$ cat config.mk
export PLATFORM = sky130hd
export DESIGN_NAME = slp_port_ctrl
export DESIGN_NICKNAME = d
export VERILOG_FILES = /design/src/slp_pkg.sv /design/src/slp_port_ctrl.sv
export SDC_FILE = /design/constraint.sdc
export NUM_CORES = 1
export LEC_CHECK = 0
export BUFFER_PORTS_ARGS = -buffer_cell sky130_fd_sc_hd__buf_4
export CAP_MARGIN = 30
export CORE_MARGIN = 5
export CORE_UTILIZATION = 35
export DETAILED_ROUTE_END_ITERATION = 8
export PLACE_DENSITY_LB_ADDON = 0.2
export SYNTH_ARGS = -nofsm -noshare
export SYNTH_HDL_FRONTEND = slang
export SYNTH_SLANG_ARGS = --single-unit
export TNS_END_PERCENT = 20
$ cat constraint.sdc
create_clock -name CLK -period 2.6 [get_ports CLK]
set_clock_uncertainty 0.15 [all_clocks]
set_input_delay 0.26 -clock CLK [delete_from_list [all_inputs] [get_ports CLK]]
set_output_delay 0.26 -clock CLK [all_outputs]
set_load 0.005 [all_outputs]
$ cat src/slp_pkg.sv
package slp_pkg;

    // ------------------------------------------------------------
    // Port state and mode
    // ------------------------------------------------------------
    typedef enum logic [1:0] {SLP_DIS, SLP_ENA, SLP_RDY, SLP_CHK}
        slp_state_t;
    typedef enum logic [1:0] {SLP_NORMAL, SLP_PRIV, SLP_WRAP}
        slp_mode_t;

    // ------------------------------------------------------------
    // Codes on the ports
    // ------------------------------------------------------------
    localparam logic [1:0] MODE_CODE_NORMAL = 2'h0;
    localparam logic [1:0] MODE_CODE_PRIV   = 2'h1;
    localparam logic [1:0] MODE_CODE_WRAP   = 2'h2;
    localparam logic [1:0] FT_CONTROL       = 2'h0;
    localparam logic [1:0] FT_PRIV          = 2'h1;
    localparam logic [1:0] FT_RESV          = 2'h2;
    localparam logic [1:0] FT_APP           = 2'h3;
    localparam logic [1:0] AL_NONE          = 2'h0;
    localparam logic [1:0] AL_PORT_UP       = 2'h1;
    localparam logic [1:0] AL_TGT_DOWN      = 2'h2;
    localparam logic [1:0] AL_WRAP_RX       = 2'h3;

    // ------------------------------------------------------------
    // Register map and fields
    // ------------------------------------------------------------
    localparam logic [7:0] OFS_CTRL   = 8'h00;
    localparam logic [7:0] OFS_STAT   = 8'h04;
    localparam logic [7:0] OFS_ROUTE0 = 8'h08;
    localparam logic [7:0] OFS_ROUTE1 = 8'h0c;
    localparam int CB_ENABLE   = 0;
    localparam int CB_SELFTEST = 1;
    localparam int CB_RESET    = 2;
    localparam int CB_MODE_GO  = 3;
    localparam int CB_MODE_LO  = 4;
    localparam int RT_VALID    = 31;
    localparam int RT_PORT     = 30;
    localparam int RT_ROUTE_LO = 16;
    localparam int NPORTS      = 2;
    localparam int ROUTE_W     = 8;
    localparam int TAG_W       = 16;
    localparam int STAT_W      = 15;
    localparam logic [1:0] SEQ_INIT = 2'h0;

endpackage : slp_pkg

$ cat src/slp_port_ctrl.sv
// The address map and the APB register port are this design's own decisions.
`timescale 1ns/100ps

module slp_port_ctrl #(
    parameter bit PORT_NUM = 1'b0
) (
    input  wire logic                       CLK,
    input  wire logic                       RST,
    input  wire logic                       PSEL,
    input  wire logic                       PENABLE,
    input  wire logic                       PWRITE,
    input  wire logic [7:0]                 PADDR,
    input  wire logic [31:0]                PWDATA,
    output logic      [31:0]                PRDATA,
    output logic                            PREADY,
    output logic                            PSLVERR,
    input  wire logic                       ERR_DET,
    input  wire logic                       PEER_RST_RX,
    input  wire logic                       LINE_FAULT,
    input  wire logic                       FLAG_RX,
    input  wire logic                       ERP_DONE_OK,
    input  wire logic                       ERP_DONE_ALERT,
    input  wire logic                       ERP_DISABLE,
    input  wire logic                       RESET_FRAME_RX,
    input  wire logic                       SETUP_VALID,
    input  wire logic [1:0]                 SETUP_MODE,
    input  wire logic                       SETUP_PORT,
    input  wire logic                       SETUP_RX_PORT,
    input  wire logic [slp_pkg::ROUTE_W-1:0] SETUP_ROUTE,
    input  wire logic [slp_pkg::TAG_W-1:0]  SETUP_TAG,
    input  wire logic                       TX_REQ,
    input  wire logic [1:0]                 TX_TYPE,
    input  wire logic                       TX_IS_RESET,
    input  wire logic                       RX_FRAME,
    input  wire logic [1:0]                 RX_TYPE,
    input  wire logic                       RX_FOR_PORT,
    input  wire logic                       RR_RX,
    input  wire logic                       ACK_RX,
    input  wire logic                       PAIR_SENT,
    input  wire logic                       FWD_REQ,
    input  wire logic [1:0]                 FWD_TYPE,
    input  wire logic                       FWD_IS_RESET,
    input  wire logic                       TXD_IN,
    input  wire logic                       LINE_IN,
    output logic                            LINE_OUT,
    output logic                            RXD_OUT,
    output logic                            TX_GRANT,
    output logic                            TX_DROP,
    output logic                            TX_HOLD,
    output logic                            SEND_FLAG,
    output logic                            SEND_DIS,
    output logic                            RX_ACCEPT,
    output logic                            RX_DROP,
    output logic                            RX_ACK,
    output logic                            FWD_PASS,
    output logic                            FWD_DROP,
    output logic                            ERP_START,
    output logic                            ALERT_VALID,
    output logic      [1:0]                 ALERT_CODE
);

    // ------------------------------------------------------------
    // State registers
    // ------------------------------------------------------------
    slp_pkg::slp_state_t state_reg, state_next;
    slp_pkg::slp_mode_t  mode_reg,  mode_next;
    logic [1:0]  tx_seq_reg, rx_seq_reg;
    logic        usable_reg, usable_next;
    logic        awaiting_receive_ready_reg, receive_ready_owed_reg;
    logic        awaiting_ack_reg, ack_owed_reg;
    logic        peer_rst_seen_reg, err_latch_reg, pready_reg;
    logic        alert_entry_valid [slp_pkg::NPORTS];
    logic        alert_out_port    [slp_pkg::NPORTS];
    logic [slp_pkg::ROUTE_W-1:0] alert_return_route [slp_pkg::NPORTS];
    logic [slp_pkg::TAG_W-1:0]   alert_tag          [slp_pkg::NPORTS];

    // ------------------------------------------------------------
    // Bus decode
    // ------------------------------------------------------------
    wire wr_fire  = PSEL & PENABLE & PWRITE & pready_reg;
    wire hit_ctrl = PADDR == slp_pkg::OFS_CTRL;
    wire hit_stat = PADDR == slp_pkg::OFS_STAT;
    wire hit_rt0  = PADDR == slp_pkg::OFS_ROUTE0;
    wire hit_rt1  = PADDR == slp_pkg::OFS_ROUTE1;
    wire hit_any  = hit_ctrl | hit_stat | hit_rt0 | hit_rt1;
    wire ctrl_wr  = wr_fire & hit_ctrl;
    wire en_go    = ctrl_wr & PWDATA[slp_pkg::CB_ENABLE];
    wire st_bit   = ctrl_wr & PWDATA[slp_pkg::CB_SELFTEST];
    wire mst_go   = ctrl_wr & PWDATA[slp_pkg::CB_MODE_GO];
    wire [1:0] mst_mode = PWDATA[slp_pkg::CB_MODE_LO +: 2];

    // ------------------------------------------------------------
    // Event decode
    // ------------------------------------------------------------
    wire in_wrap  = mode_reg == slp_pkg::SLP_WRAP;
    wire in_priv  = mode_reg == slp_pkg::SLP_PRIV;
    wire in_rdy   = state_reg == slp_pkg::SLP_RDY;
    wire in_chk   = state_reg == slp_pkg::SLP_CHK;
    wire port_rst = (ctrl_wr & PWDATA[slp_pkg::CB_RESET]) | RESET_FRAME_RX;
    wire st_go    = st_bit & in_wrap;
    wire fault_ok = LINE_FAULT & ~in_wrap;
    wire erp_alert = ERP_DONE_ALERT & in_chk;
    wire setup_me = SETUP_VALID & (SETUP_PORT == PORT_NUM);
    wire enter_dis = (state_next == slp_pkg::SLP_DIS) &
                     (state_reg != slp_pkg::SLP_DIS);
    wire enter_rdy = (state_next == slp_pkg::SLP_RDY) & ~in_rdy;
    wire enter_chk = (state_next == slp_pkg::SLP_CHK) & ~in_chk;
    wire enter_wrap = (mode_next == slp_pkg::SLP_WRAP) & ~in_wrap;

    wire rx_np  = RX_TYPE != slp_pkg::FT_CONTROL;
    wire rx_ar  = (RX_TYPE == slp_pkg::FT_APP) |
                  (RX_TYPE == slp_pkg::FT_RESV);
    wire rx_wrap_drop = RX_FRAME & in_wrap & RX_FOR_PORT;
    wire rx_hold_drop = RX_FRAME & rx_np & ~in_rdy;
    wire rx_ok   = RX_FRAME & ~rx_wrap_drop & ~rx_hold_drop;
    wire rx_priv_drop = rx_ok & in_priv & rx_ar;
    wire rr_eff  = RR_RX & ~in_chk;

    wire tx_np   = TX_TYPE != slp_pkg::FT_CONTROL;
    wire tx_ar   = (TX_TYPE == slp_pkg::FT_APP) |
                   (TX_TYPE == slp_pkg::FT_RESV);
    wire tx_rst_ok = ~tx_np & TX_IS_RESET;
    wire tx_priv_drop = TX_REQ & in_priv & tx_ar;
    wire tx_state_ok = (in_rdy & (~tx_np | ~awaiting_receive_ready_reg)) |
                       (in_chk & ~tx_np);
    wire tx_grant = TX_REQ & ~tx_priv_drop &
                    (tx_rst_ok | (usable_reg & tx_state_ok));

    wire fwd_ap  = (FWD_TYPE == slp_pkg::FT_APP) |
                   (FWD_TYPE == slp_pkg::FT_PRIV);
    wire fwd_pass = FWD_REQ & (~fwd_ap | usable_reg |
                               (FWD_IS_RESET & ~fwd_ap));
    wire fwd_drop = FWD_REQ & fwd_ap & ~usable_reg;
    wire port_up  = usable_next & ~usable_reg;

    // ------------------------------------------------------------
    // State and mode selection
    // ------------------------------------------------------------
    always_comb begin
        state_next = state_reg;
        case (state_reg)
            slp_pkg::SLP_DIS: begin
                if (en_go) state_next = slp_pkg::SLP_ENA;
            end
            slp_pkg::SLP_ENA: begin
                if (fault_ok) state_next = slp_pkg::SLP_CHK;
                else if (FLAG_RX) state_next = slp_pkg::SLP_RDY;
            end
            slp_pkg::SLP_RDY: begin
                if (ERR_DET | PEER_RST_RX)
                    state_next = slp_pkg::SLP_CHK;
            end
            slp_pkg::SLP_CHK: begin
                if (ERP_DONE_OK) state_next = slp_pkg::SLP_RDY;
                else if (ERP_DONE_ALERT) state_next = slp_pkg::SLP_DIS;
            end
            default: state_next = slp_pkg::SLP_DIS;
        endcase
        if (port_rst | ERP_DISABLE | st_go)
            state_next = slp_pkg::SLP_DIS;
    end

    always_comb begin
        mode_next = mode_reg;
        if (mst_go) begin
            case (mst_mode)
                slp_pkg::MODE_CODE_NORMAL: mode_next = slp_pkg::SLP_NORMAL;
                slp_pkg::MODE_CODE_PRIV:   mode_next = slp_pkg::SLP_PRIV;
                slp_pkg::MODE_CODE_WRAP:   mode_next = slp_pkg::SLP_WRAP;
                default:                   mode_next = mode_reg;
            endcase
        end
        if (setup_me) begin
            case (SETUP_MODE)
                slp_pkg::MODE_CODE_NORMAL: begin
                    if (in_priv) mode_next = slp_pkg::SLP_NORMAL;
                end
                slp_pkg::MODE_CODE_PRIV: mode_next = slp_pkg::SLP_PRIV;
                slp_pkg::MODE_CODE_WRAP: mode_next = slp_pkg::SLP_WRAP;
                default: mode_next = mode_reg;
            endcase
        end
        if (erp_alert & (mode_reg == slp_pkg::SLP_NORMAL))
            mode_next = slp_pkg::SLP_PRIV;
        if (st_go | RESET_FRAME_RX)
            mode_next = slp_pkg::SLP_PRIV;
    end

    always_comb begin
        usable_next = usable_reg;
        if (port_rst | erp_alert | enter_wrap)
            usable_next = 1'b0;
        if (enter_rdy & (mode_next != slp_pkg::SLP_WRAP))
            usable_next = 1'b1;
        if (mode_next == slp_pkg::SLP_WRAP)
            usable_next = 1'b0;
    end

    // ------------------------------------------------------------
    // Port state, mode and flags
    // ------------------------------------------------------------
    always_ff @(posedge CLK) begin
        if (RST) begin
            state_reg  <= slp_pkg::SLP_DIS;
            mode_reg   <= slp_pkg::SLP_WRAP;
            usable_reg <= 1'b0;
        end else begin
            state_reg  <= state_next;
            mode_reg   <= mode_next;
            usable_reg <= usable_next;
        end
    end

    always_ff @(posedge CLK) begin
        if (RST | enter_dis) begin
            tx_seq_reg <= slp_pkg::SEQ_INIT;
            rx_seq_reg <= slp_pkg::SEQ_INIT;
        end else begin
            if (tx_grant) tx_seq_reg <= tx_seq_reg + 2'h1;
            if (rx_ok) rx_seq_reg <= rx_seq_reg + 2'h1;
        end
    end

    // Disabled entry wins; otherwise sets win over clears on the same edge
    always_ff @(posedge CLK) begin
        if (RST) begin
            awaiting_receive_ready_reg <= 1'b1;
            receive_ready_owed_reg     <= 1'b1;
            awaiting_ack_reg           <= 1'b0;
            ack_owed_reg               <= 1'b0;
        end else if (enter_dis) begin
            awaiting_receive_ready_reg <= 1'b1;
            receive_ready_owed_reg     <= 1'b1;
            awaiting_ack_reg           <= 1'b0;
            ack_owed_reg               <= 1'b0;
        end else begin
            if (tx_grant & tx_np) awaiting_receive_ready_reg <= 1'b1;
            else if (rr_eff) awaiting_receive_ready_reg <= 1'b0;
            if (rx_ok & rx_np) receive_ready_owed_reg <= 1'b1;
            else if (PAIR_SENT) receive_ready_owed_reg <= 1'b0;
            if (tx_grant) awaiting_ack_reg <= 1'b1;
            else if (ACK_RX) awaiting_ack_reg <= 1'b0;
            if (rx_ok) ack_owed_reg <= 1'b1;
            else if (PAIR_SENT) ack_owed_reg <= 1'b0;
        end
    end

    always_ff @(posedge CLK) begin
        if (RST) begin
            peer_rst_seen_reg <= 1'b0;
            err_latch_reg     <= 1'b0;
        end else begin
            if (PEER_RST_RX & (state_reg != slp_pkg::SLP_DIS))
                peer_rst_seen_reg <= 1'b1;
            else if (enter_dis) peer_rst_seen_reg <= 1'b0;
            if (ERR_DET) err_latch_reg <= 1'b1;
            else if (enter_dis) err_latch_reg <= 1'b0;
        end
    end

    // ------------------------------------------------------------
    // Alert routing table
    // ------------------------------------------------------------
    always_ff @(posedge CLK) begin
        for (int i = 0; i < slp_pkg::NPORTS; i++) begin
            if (RST) begin
                alert_entry_valid[i]  <= 1'b0;
                alert_out_port[i]     <= 1'b0;
                alert_return_route[i] <= '0;
                alert_tag[i]          <= '0;
            end else if (SETUP_VALID & (int'(SETUP_PORT) == i)) begin
                alert_entry_valid[i]  <= 1'b1;
                alert_out_port[i]     <= SETUP_RX_PORT;
                alert_return_route[i] <= SETUP_ROUTE;
                alert_tag[i]          <= SETUP_TAG;
            end
        end
    end

    // ------------------------------------------------------------
    // Link-side outputs
    // ------------------------------------------------------------
    always_ff @(posedge CLK) begin
        if (RST) begin
            LINE_OUT <= 1'b0;
            RXD_OUT  <= 1'b0;
        end else begin
            LINE_OUT <= in_wrap ? 1'b0 : TXD_IN;
            RXD_OUT  <= in_wrap ? TXD_IN : LINE_IN;
        end
    end

    always_ff @(posedge CLK) begin
        if (RST) begin
            TX_GRANT  <= 1'b0;
            TX_DROP   <= 1'b0;
            TX_HOLD   <= 1'b0;
            SEND_FLAG <= 1'b0;
            SEND_DIS  <= 1'b1;
            RX_ACCEPT <= 1'b0;
            RX_DROP   <= 1'b0;
            RX_ACK    <= 1'b0;
            FWD_PASS  <= 1'b0;
            FWD_DROP  <= 1'b0;
            ERP_START <= 1'b0;
        end else begin
            TX_GRANT  <= tx_grant;
            TX_DROP   <= TX_REQ & ~tx_grant;
            TX_HOLD   <= state_next == slp_pkg::SLP_CHK;
            SEND_FLAG <= (state_next == slp_pkg::SLP_CHK) |
                         (state_next == slp_pkg::SLP_ENA);
            SEND_DIS  <= state_next == slp_pkg::SLP_DIS;
            RX_ACCEPT <= rx_ok & ~rx_priv_drop;
            RX_DROP   <= RX_FRAME & ~(rx_ok & ~rx_priv_drop);
            RX_ACK    <= rx_ok;
            FWD_PASS  <= fwd_pass;
            FWD_DROP  <= fwd_drop;
            ERP_START <= enter_chk;
        end
    end

    // Port-up outranks the other alerts in one cycle
    always_ff @(posedge CLK) begin
        if (RST) begin
            ALERT_VALID <= 1'b0;
            ALERT_CODE  <= slp_pkg::AL_NONE;
        end else begin
            ALERT_VALID <= port_up | fwd_drop | rx_wrap_drop;
            if (port_up) ALERT_CODE <= slp_pkg::AL_PORT_UP;
            else if (fwd_drop) ALERT_CODE <= slp_pkg::AL_TGT_DOWN;
            else if (rx_wrap_drop) ALERT_CODE <= slp_pkg::AL_WRAP_RX;
            else ALERT_CODE <= slp_pkg::AL_NONE;
        end
    end

    // ------------------------------------------------------------
    // Register bus
    // ------------------------------------------------------------
    wire [slp_pkg::STAT_W-1:0] stat_word = {
        err_latch_reg, peer_rst_seen_reg, ack_owed_reg, awaiting_ack_reg,
        receive_ready_owed_reg, awaiting_receive_ready_reg, rx_seq_reg,
        tx_seq_reg, usable_reg, mode_reg, state_reg};
    wire [31:0] rt0 = {alert_entry_valid[0], alert_out_port[0],
                       6'h00, alert_return_route[0], alert_tag[0]};
    wire [31:0] rt1 = {alert_entry_valid[1], alert_out_port[1],
                       6'h00, alert_return_route[1], alert_tag[1]};
    wire [31:0] rd_mux = hit_stat ? {17'h00000, stat_word} :
                         hit_rt0  ? rt0 :
                         hit_rt1  ? rt1 : 32'h00000000;

    always_ff @(posedge CLK) begin
        if (RST) begin
            pready_reg <= 1'b0;
            PRDATA     <= 32'h00000000;
            PSLVERR    <= 1'b0;
        end else begin
            pready_reg <= PSEL & PENABLE & ~pready_reg;
            PRDATA     <= rd_mux;
            PSLVERR    <= PSEL & PENABLE & ~pready_reg & ~hit_any;
        end
    end
    assign PREADY = pready_reg;
endmodule : slp_port_ctrl

==> results of run 1 <==
[final cells by class]
type / count / area (sq um) / area share
Timing Repair Buffer: 120 / 903 / 0.155
Clock buffer: 15 / 300 / 0.0516
Multi-Input combinational cell: 264 / 1640 / 0.281
Clock inverter: 1 / 8.76 / 0.00151
Sequential cell: 110 / 2710 / 0.466
Inverter: 11 / 41.3 / 0.00710
Tap cell: 172 / 215 / 0.0370
[per-layer routing]
layer	routed length, um	global-route usage	part of all wire
met1	4530	0.177	0.41
met2	5540	0.261	0.51
met3	733	0.0439	0.067
met4	140	0.0519	0.013
met5	0	0	0
[cell usage in the layout (no fill, tap or decap), types with 5 or more instances in the layout]
master | netlist | layout
a211o_1 | 5 | 5
a21oi_1 | 20 | 20
and2_1 | 52 | 52
buf_4 | 6 | 119
clkbuf_16 | 0 | 11
conb_1 | 1 | 6
dfxtp_1 | 59 | 59
edfxtp_1 | 51 | 51
inv_1 | 11 | 11
mux2i_1 | 11 | 11
nand2_1 | 13 | 13
nand2b_1 | 8 | 8
nand3_1 | 5 | 5
nor2_1 | 57 | 57
nor2b_1 | 11 | 10
nor3_1 | 5 | 5
nor3b_1 | 5 | 5
nor4_1 | 13 | 13
[worst max-delay path: cells and delay by family (launching register included)]
family           cells  cell delay (ns)
AO/OA/AOI/OAI        3             0.93
flip-flops           1             0.55
AND/OR/NAND/NOR      2             0.38
[worst min path at each step]
stage                        from                   end  slack (ns)  depth (start not counted)
floorplan              RX_TYPE[1]             RX_ACCEPT        0.21                          1
global placement    err_latch_reg         err_latch_reg        0.30                          2
detailed placement  err_latch_reg         err_latch_reg        0.30                          2
CTS                   SETUP_VALID  alert_entry_valid[1]       0.002                          3
global route          SETUP_VALID  alert_entry_valid[1]        0.02                          3
finish                SETUP_VALID  alert_entry_valid[1]        0.01                          3
[logic make-up (layout without fill, tap and decap cells)]
logic type | count (synthesis) | in the layout
xor+xnor | 4 | 4
other cells | 1 | 6
mux | 13 | 13
compound gates | 54 | 54
flops | 110 | 110
simple gates | 187 | 187
buf+inv | 36 | 147
[stage by stage]
stage / hold WS, ns / total power [mW] / setup slack, ns / utilization / instance area, sq um
2_1_floorplan: 0.210 / 2.12 / 0.590 / - / 4510
3_5_place_dp: 0.302 / 2.28 / 0.393 / 0.436 / 5500
6_report: 0.0120 / 3.63 / 0.465 / 0.461 / 5820
5_1_grt: 0.0165 / 3.77 / 0.370 / 0.461 / 5820
3_3_place_gp: 0.298 / 2.27 / 0.433 / 0.436 / 5500
4_1_cts: 0.00180 / 3.67 / 0.468 / 0.461 / 5820
[power by group]
part           leakage, nW  internal (mW)  switching [mW]
sequential           0.998           1.90          0.0320
combinational         1.30          0.156           0.151
clock                0.150          0.796           0.590
total                 2.45           2.85           0.773
[Yosys cell counts, types with 3 or more instances]
| cell type | number |
|---|---|
| o31a_1 | 3 |
| a21oi_1 | 20 |
| nand3_1 | 5 |
| a211o_1 | 5 |
| clkbuf_1 | 16 |
| o21ai_0 | 3 |
| nand2b_1 | 8 |
| and2_1 | 52 |
| dfxtp_1 | 59 |
| nor4_1 | 13 |
| nand3b_1 | 3 |
| nor2b_1 | 11 |
| inv_1 | 11 |
| buf_4 | 6 |
| edfxtp_1 | 51 |
| nor3_1 | 5 |
| nor3b_1 | 5 |
| nor2_1 | 57 |
| nand2_1 | 13 |
| or2_2 | 3 |
| mux2i_1 | 11 |
[timing repair]
item	CTS	global route
hold endpoints to repair	1	0
hold buffers	1	0
buffers inserted	0	0
setup endpoints to repair	0	0
==> summary.txt, run 1 <==
leak pwr - 2.45 nW
Clock Latency Late Sink - 0.34 ns
routed vias - 3308
CP startpoint kind - flip-flop
max FFs per register - 32
Die Span Y - 123 um
slowest stage delay, CP - 0.55 ns
WL/cell - 15.8 um
Layout Nets - 615
vias per cell - 4.77
pin count of the biggest net entering global routing - 31
Worst Hold Class - in -> reg
final hold vios - 0
Netlist cell types - 52
Post-DRT Antenna Nets - 0
Synth Flop Type - dfxtp_1
fmax - 0.468 GHz
Synth area leader - edfxtp_1
top cells by area, synth - edfxtp_1 34%, dfxtp_1 26%, and2_1 7.2%
Total GRT Usage - 0.150
crit path capture - receive_ready_owed_reg
DP Cell Count - 676
syn_area_per_cell - 11.1 sq um
first-pass GRT wire length - 17200 um
final wirelength - 11000 um
Reg-to-Reg Start - mode_reg[0]
VDD IR max - 0.000342 V
register-to-register setup slack - 0.47 ns
P&R area growth vs syn - 29.6%
Post-Synthesis Cells - 405
worst setup path class - reg -> reg
Post-DP HPWL - 7700 um
crit-path max FO - 9
site row count - 41
Final Max Tran Viols - 0
io pins - 149
r2r endpoint - receive_ready_owed_reg
sequential area share after synthesis - 0.604
Synth Area in Simple Gates - 0.233
Crit. End Element - flip-flop
I/O Buffers - 114
Max Cap Viol - 0
die footprint - 0.0152 sq mm
RSZ-0062 raised after global routing - no
Synth Area in Compound Gates - 0.0889
Worst EP arrival - 2.22 ns
slowest cell on the critical path - dfxtp_1
Final Critical Period - 2.13 ns
Root Driver - clkbuf_16
vias in the first global route - 3410
worst reg2reg path depth - 5
DR iter-0 viols - 217
Diodes inserted - 0
Max H-tree Level - 3
Worst setup startpoint - mode_reg[0]
top cell type's share of synthesized area - 0.341
DRC errors left - 0
Post-synth EDFFs - 51
Yosys warnings - 0
cells along the critical path - and3b_1 -> nor2_2 -> o21ai_2 -> a221o_1 -> a211o_1
Slew headroom - 0.437
largest family of logic cells by synthesized area - simple AND/OR/NAND/NOR gates
mux contribution to synthesized area - 0.0296
post-synthesis sequential element count - 110
Placer Congestion - 0.767
initial core utilization - 0.356
CTS resizes - 0
first-pass iteration count of the detailed router - 4
largest register by flop count - alert_tag
Sink Count - 110
Post-Synth Adder-Cell Area - 0
TritonCTS Buffers - 9
Post-Route Setup TNS - 0 ns
layout cells sized above 1 - 0.286
Fillers - 1217
outcome - complete, no violations
Pwr Density - 623 mW/mm^2
Post-synth ARST share - 0
non-filler cells, final - 693
CTS tree - done
DIE WIDTH - 123 um
initial antenna violation count - 0
Mapped Area - 0.00449 sq mm
final worst-path cycle share - 0.821
CTS max path bufs - 2
xor/xnor share of the synthesized area - 0.00781
CP required - 2.69 ns
GRT overflow - 0
core area - 0.0126 sq mm
worst slew pin tran - 0.841 ns
count of final setup violators - 0
clk slew on worst S/H paths - 0.07 ns
largest registers - alert_tag (32), PRDATA (26), alert_return_route (16)
Note: power is estimated with default switching activity, not from simulation.
==> run 2, diff against run 1 <==
==> constraint.sdc (replaced) <==
create_clock -name CLK -period 1.93 [get_ports CLK]
set_clock_uncertainty 0.15 [all_clocks]
set_input_delay 0.193 -clock CLK [delete_from_list [all_inputs] [get_ports CLK]]
set_output_delay 0.193 -clock CLK [all_outputs]
set_load 0.005 [all_outputs]
==> run 2 against run 1 <==
Effect of this change: total power up 36%; final area up 9.1%; sequential power up 35%; critical path depth unchanged; die area unchanged; highest routed layer unchanged; count of clock-buffer cells in the layout down 1; flip-flop and latch count unchanged; sequential share of layout area down 3.8 points; non-clock buffer count up 56; combinational power up 65%.
==> summary.txt, run 2 (synthesis results as in run 1) <==
Post-DP Area - 0.00565 sq mm (+2.7%)
CTS max path bufs - 2 (unchanged)
Max H-tree Level - 3 (unchanged)
Post-DP HPWL - 8000 um (+3.9%)
switching power - 1.07 mW (+39%)
P&R area growth vs syn - 41.5%
layout cells sized above 1 - 0.308 (+0.0225)
DR iter-0 viols - 165 (-24%)
Post-DRT Antenna Nets - 0 (unchanged)
pin count of the biggest net entering global routing - 30 (-3.2%)
I/O Buffers - 114 (unchanged)
outcome - complete, no violations
clk slew on worst S/H paths - 0.07 ns (about the same)
Placer Congestion - 0.785 (+2.3%)
CP required - 2.02 ns (-0.67 ns)
CP startpoint kind - flip-flop
worst setup path class - reg -> reg
fin util - 0.503 (+0.0421)
final hold vios - 0 (unchanged)
GRT overflow - 0 (unchanged)
Max Cap Viol - 0 (unchanged)
Worst setup startpoint - PREADY
vias in the first global route - 3546 (+4.0%)
setup ws final - 0.0275 ns (-0.438 ns)
first-pass iteration count of the detailed router - 4 (unchanged)
Worst Hold Class - in -> reg
routed vias - 3445 (+4.1%)
CTS tree - done
io pins - 149 (unchanged)
commonest non-fill, non-tap cell in the layout - buf_4
Die Span Y - 123 um (unchanged)
Worst EP arrival - 2.00 ns (-0.22 ns)
vias per cell - 4.60 (-3.6%)
first-pass GRT wire length - 18100 um (+5.0%)
clock network fraction of total power - 0.372 (-0.010)
Root Driver - clkbuf_16
RSZ-0062 raised after global routing - yes
Reg-to-Reg Start - PREADY
DP Worst Slack - -0.0944 ns (-0.487 ns)
die footprint - 0.0152 sq mm (unchanged)
final wirelength - 11400 um (+4.5%)
Crit. End Element - flip-flop
Worst Hold Depth - 3 (unchanged)
core area - 0.0126 sq mm (unchanged)
TritonCTS Buffers - 9 (unchanged)
WL/cell - 15.3 um (-3.3%)
largest register by flop count - alert_tag
initial antenna violation count - 0 (unchanged)
Final Max Tran Viols - 0 (unchanged)
worst slew pin tran - 0.719 ns (-0.122 ns)
crit-path max FO - 9 (unchanged)
final worst-path cycle share - 0.986 (+0.165)
Sw Ratio - 0.217 (+0.00404)
initial core utilization - 0.356 (unchanged)
DIE WIDTH - 123 um (unchanged)
max FFs per register - 32 (unchanged)
Pwr Density - 778 mW/mm^2 (+25%)
leak pwr - 2.70 nW (+10%)
site row count - 41 (unchanged)
DRC errors left - 0 (unchanged)
Final Critical Period - 1.90 ns (-0.232 ns)
Sink Count - 110 (unchanged)
Total GRT Usage - 0.157 (+0.00698)
VDD IR max - 0.000466 V (+36%)
hold_sp - RX_FRAME
Comb power frac - 0.103 (+0.018)
Flop pwr share - 0.526 (-0.007)
worst reg2reg path depth - 5 (unchanged)
design area - 0.00635 sq mm (+9.1%)
largest registers - alert_tag (32), PRDATA (26), alert_return_route (16)
Diodes inserted - 0 (unchanged)
Clock Latency Late Sink - 0.35 ns (about the same)
Layout Nets - 671 (+9.1%)
Slew headroom - 0.521 (+0.0834)
internal power - 3.87 mW (+36%)
count of final setup violators - 0 (unchanged)
fmax - 0.526 GHz (+12%)
most frequent cells in the layout - 137 x buf_4, 57 x nor2_1, 56 x dfxtp_1
-- run 2: changes by cell type in the layout (fill, tap and decap cells not counted), sizes merged --
cell	previous run	this run
dlygate4sd3	1	38
inv	11	12
buf	119	138
clkbuf	15	14
-- run 2: path summary, 6_finish.rpt --
| path | to | slack [ns] |
|---|---|---|
| worst max-delay path | receive_ready_owed_reg | 0.03 |
| worst min-delay path | RX_DROP | 0.02 |
| worst max register to register | receive_ready_owed_reg | 0.03 |
| worst min register to register | err_latch_reg | 0.32 |
-- run 2: power by group through the flow --
stage / sequential [mW] / clock (mW) / combinational, mW
after floorplan: 2.64 / 0 / 0.216
after global placement: 2.65 / 0 / 0.434
after detailed placement: 2.65 / 0 / 0.443
after CTS: 2.60 / 1.88 / 0.508
after global routing: 2.61 / 1.98 / 0.557
final: 2.60 / 1.84 / 0.508
-- run 2: area by class of cell --
type	instances	area, sq um
clock buffer	14	285
clock inverter	2	13.8
fill	1161	6270
inverter	11	41.3
multi-input combinational	264	1660
sequential	110	2720
tap	172	215
timing repair buffer	176	1420
-- run 2: routing by layer --
layer	wire length, um	vias up	track usage	share of wire
met5	0	-	0	0
met4	257	0	0.0713	0.022
met3	522	17	0.0325	0.046
met2	5730	85	0.265	0.50
met1	4940	1602	0.194	0.43
li1	-	1741	-	-
-- run 2: per-stage QoR --
stage / TNS [ns] / total power, mW / instances / hold WS, ns
after floorplan: 0 / 2.86 / 410 / 0.143
after CTS: 0 / 4.99 / 749 / 0.00917
final: 0 / 4.94 / 749 / 0.0213
after detailed placement: -0.451 / 3.09 / 695 / 0.253
after global routing: -0.136 / 5.14 / 749 / 0.0202
after global placement: -2.88 / 3.08 / 694 / 0.248
-- run 2: worst max-delay path, cell delays in order, from the launching register on --
cell and delay [ns]:
dfxtp_2 0.32, and4bb_2 0.24, nand4_2 0.19, o221ai_1 0.16, a221o_2 0.46, a211o_1 0.29
-- run 2: repair_timing --
item                                    CTS  global route
hold endpoints to repair                 66             0
setup buffers                             0             0
hold buffers                             38             0
resized for setup                         1             8
pin swaps                                 0             2
endpoints found under the setup margin    4            13
==> run 3, diff against run 2 <==
--- a/config.mk
+++ b/config.mk
@@ -7,6 +7,8 @@
 export LEC_CHECK = 0
 export BUFFER_PORTS_ARGS = -buffer_cell sky130_fd_sc_hd__buf_4
 export CAP_MARGIN = 30
+export CELL_PAD_IN_SITES_DETAIL_PLACEMENT = 0
+export CELL_PAD_IN_SITES_GLOBAL_PLACEMENT = 1
 export CORE_MARGIN = 5
 export CORE_UTILIZATION = 35
 export DETAILED_ROUTE_END_ITERATION = 8
==> run 3 against run 2 <==
Effect of this change: wire length increased by 1.2%; final area up 0.32%; first-iteration DRC count down 24%; critical endpoint is now ALERT_CODE[0]; count of clock-buffer cells in the layout shrank 3; core utilization grew 0.16 points; sequential share of layout area down 0.11 points; largest cell class unchanged; final cell count rose by 0.27%; global-route usage rose by 0.19 points; largest power group unchanged.
==> summary.txt, run 3 (synthesis results as in run 1) <==
vias in the first global route - 3562 (+0.45%)
Die Span Y - 123 um (unchanged)
clk slew on worst S/H paths - 0.07 ns (about the same)
largest register by flop count - alert_tag
Total Power - 4.83 mW (-2.3%)
DR iter-0 viols - 125 (-24%)
setup ws final - 0.0263 ns (-0.00123 ns)
Comb power frac - 0.108 (+0.005)
CP required - 2.04 ns (+0.02 ns)
final hold vios - 0 (unchanged)
Worst Hold Class - in -> reg
Placer Congestion - 0.742 (-5.4%)
Post-DP HPWL - 7850 um (-1.9%)
CTS tree - done
GRT overflow - 0 (unchanged)
design area - 0.00637 sq mm (+0.32%)
Crit. End Element - flip-flop
initial core utilization - 0.356 (unchanged)
leak pwr - 2.71 nW (+0.27%)
io pins - 149 (unchanged)
Sw Ratio - 0.227 (+0.00990)
fmax - 0.525 GHz (about the same)
I/O Buffers - 114 (unchanged)
Post-Route Setup TNS - 0 ns (unchanged)
final wirelength - 11600 um (+1.2%)
outcome - complete, no violations
site row count - 41 (unchanged)
crit-path max FO - 6 (-3)
Post-DP Area - 0.00569 sq mm (+0.73%)
Pwr Density - 758 mW/mm^2 (-2.6%)
Worst EP arrival - 2.01 ns (about the same)
Layout Nets - 673 (+0.30%)
count of final setup violators - 0 (unchanged)
crit path capture - ALERT_CODE[0]
most frequent cells in the layout - 137 x buf_4, 57 x nor2_1, 55 x dfxtp_1
layout cells sized above 1 - 0.309 (+0.000662)
Diodes inserted - 0 (unchanged)
Final Max Tran Viols - 0 (unchanged)
TritonCTS Buffers - 9 (unchanged)
RSZ-0062 raised after global routing - yes
Root Driver - clkbuf_16
largest registers - alert_tag (32), PRDATA (26), alert_return_route (16)
r2r endpoint - ALERT_CODE[0]
max FFs per register - 32 (unchanged)
core area - 0.0126 sq mm (unchanged)
final worst-path cycle share - 0.986 (about the same)
hold_sp - RX_FRAME
Max Cap Viol - 0 (unchanged)
CTS max path bufs - 2 (unchanged)
Clock Latency Late Sink - 0.35 ns (about the same)
Reg-to-Reg Start - PREADY
register-to-register setup slack - 0.03 ns (about the same)
commonest non-fill, non-tap cell in the layout - buf_4
internal power - 3.73 mW (-3.5%)
DRC errors left - 0 (unchanged)
Worst setup startpoint - PREADY
Total GRT Usage - 0.159 (+0.00188)
Post-DRT Antenna Nets - 0 (unchanged)
DP Worst Slack - -0.0923 ns (+0.00201 ns)
worst setup path class - reg -> reg
switching power - 1.10 mW (+2.1%)
Sink Count - 110 (unchanged)
first-pass GRT wire length - 18300 um (+1.1%)
VDD IR max - 0.000492 V (+5.4%)
fin util - 0.505 (+0.00159)
die footprint - 0.0152 sq mm (unchanged)
WL/cell - 15.4 um (+0.96%)
clock network fraction of total power - 0.354 (-0.018)
first-pass iteration count of the detailed router - 4 (unchanged)
P&R area growth vs syn - 41.9%
DIE WIDTH - 123 um (unchanged)
CP startpoint kind - flip-flop
vias per cell - 4.59 (-0.18%)
Max H-tree Level - 3 (unchanged)
routed vias - 3448 (+0.087%)
Flop pwr share - 0.538 (+0.012)
initial antenna violation count - 0 (unchanged)
Final Critical Period - 1.90 ns (+0.00123 ns)
worst reg2reg path depth - 6 (+1)
pin count of the biggest net entering global routing - 31 (+3.3%)
-- run 3: cell types whose count changed in the layout (fill, tap and decap cells not counted), sizes merged --
cell / before / now
clkbuf: 14 / 11
clkinv: 1 / 4
buf: 138 / 140
-- run 3: final cells by class --
class	instances	area, sq um
well taps	172	215
clock inverters	5	36.3
repair buffers	178	1470
clock buffers	11	233
multi-input cells	264	1660
fillers	1216	6250
inverters	11	41.3
flip-flops and latches	110	2720
-- run 3: repair_timing --
item,in CTS,in global routing
pin swaps,7,2
setup endpoints to repair,5,9
hold endpoints to repair,62,0
resized for setup,6,4
hold buffers,38,0
setup buffers,1,0
-- run 3: worst min-delay path by stage --
stage / end / slack (ns) / cells after the start
after floorplan: RX_ACCEPT / 0.14 / 1
after global routing: RX_DROP / 0.04 / 3
after CTS: RX_DROP / 0.01 / 3
final: RX_DROP / 0.03 / 3
after detailed placement: RX_ACCEPT / 0.25 / 2
after global placement: RX_ACCEPT / 0.25 / 2
-- run 3: worst max-delay path, stage by stage, from the launching register on --
cell and delay (ns):
dfxtp_2 0.32, and4bb_2 0.25, nand4_2 0.19, o21ai_2 0.10
buf_4 0.16, a2111o_1 0.39, o31ai_1 0.25
-- run 3: power by group through the flow --
stage | Combinational (mW) | Sequential [mW] | Clock (mW)
after global placement | 0.445 | 2.65 | 0
after CTS | 0.525 | 2.60 | 1.77
final | 0.520 | 2.60 | 1.71
after detailed placement | 0.452 | 2.65 | 0
after floorplan | 0.216 | 2.64 | 0
after global routing | 0.572 | 2.61 | 1.86
-- run 3: through the flow --
step                      std cells  hold WS (ns)
after floorplan                 410         0.143
after global placement          696         0.252
after detailed placement        696         0.253
after CTS                       751        0.0128
after global routing            751        0.0431
final                           751        0.0291
-- run 3: metal layers --
metal | track usage | vias up | part of all wire
met5 | 0 | - | 0
met1 | 0.192 | 1602 | 0.42
met3 | 0.0306 | 13 | 0.046
li1 | - | 1751 | -
met4 | 0.0616 | 0 | 0.018
met2 | 0.280 | 82 | 0.51
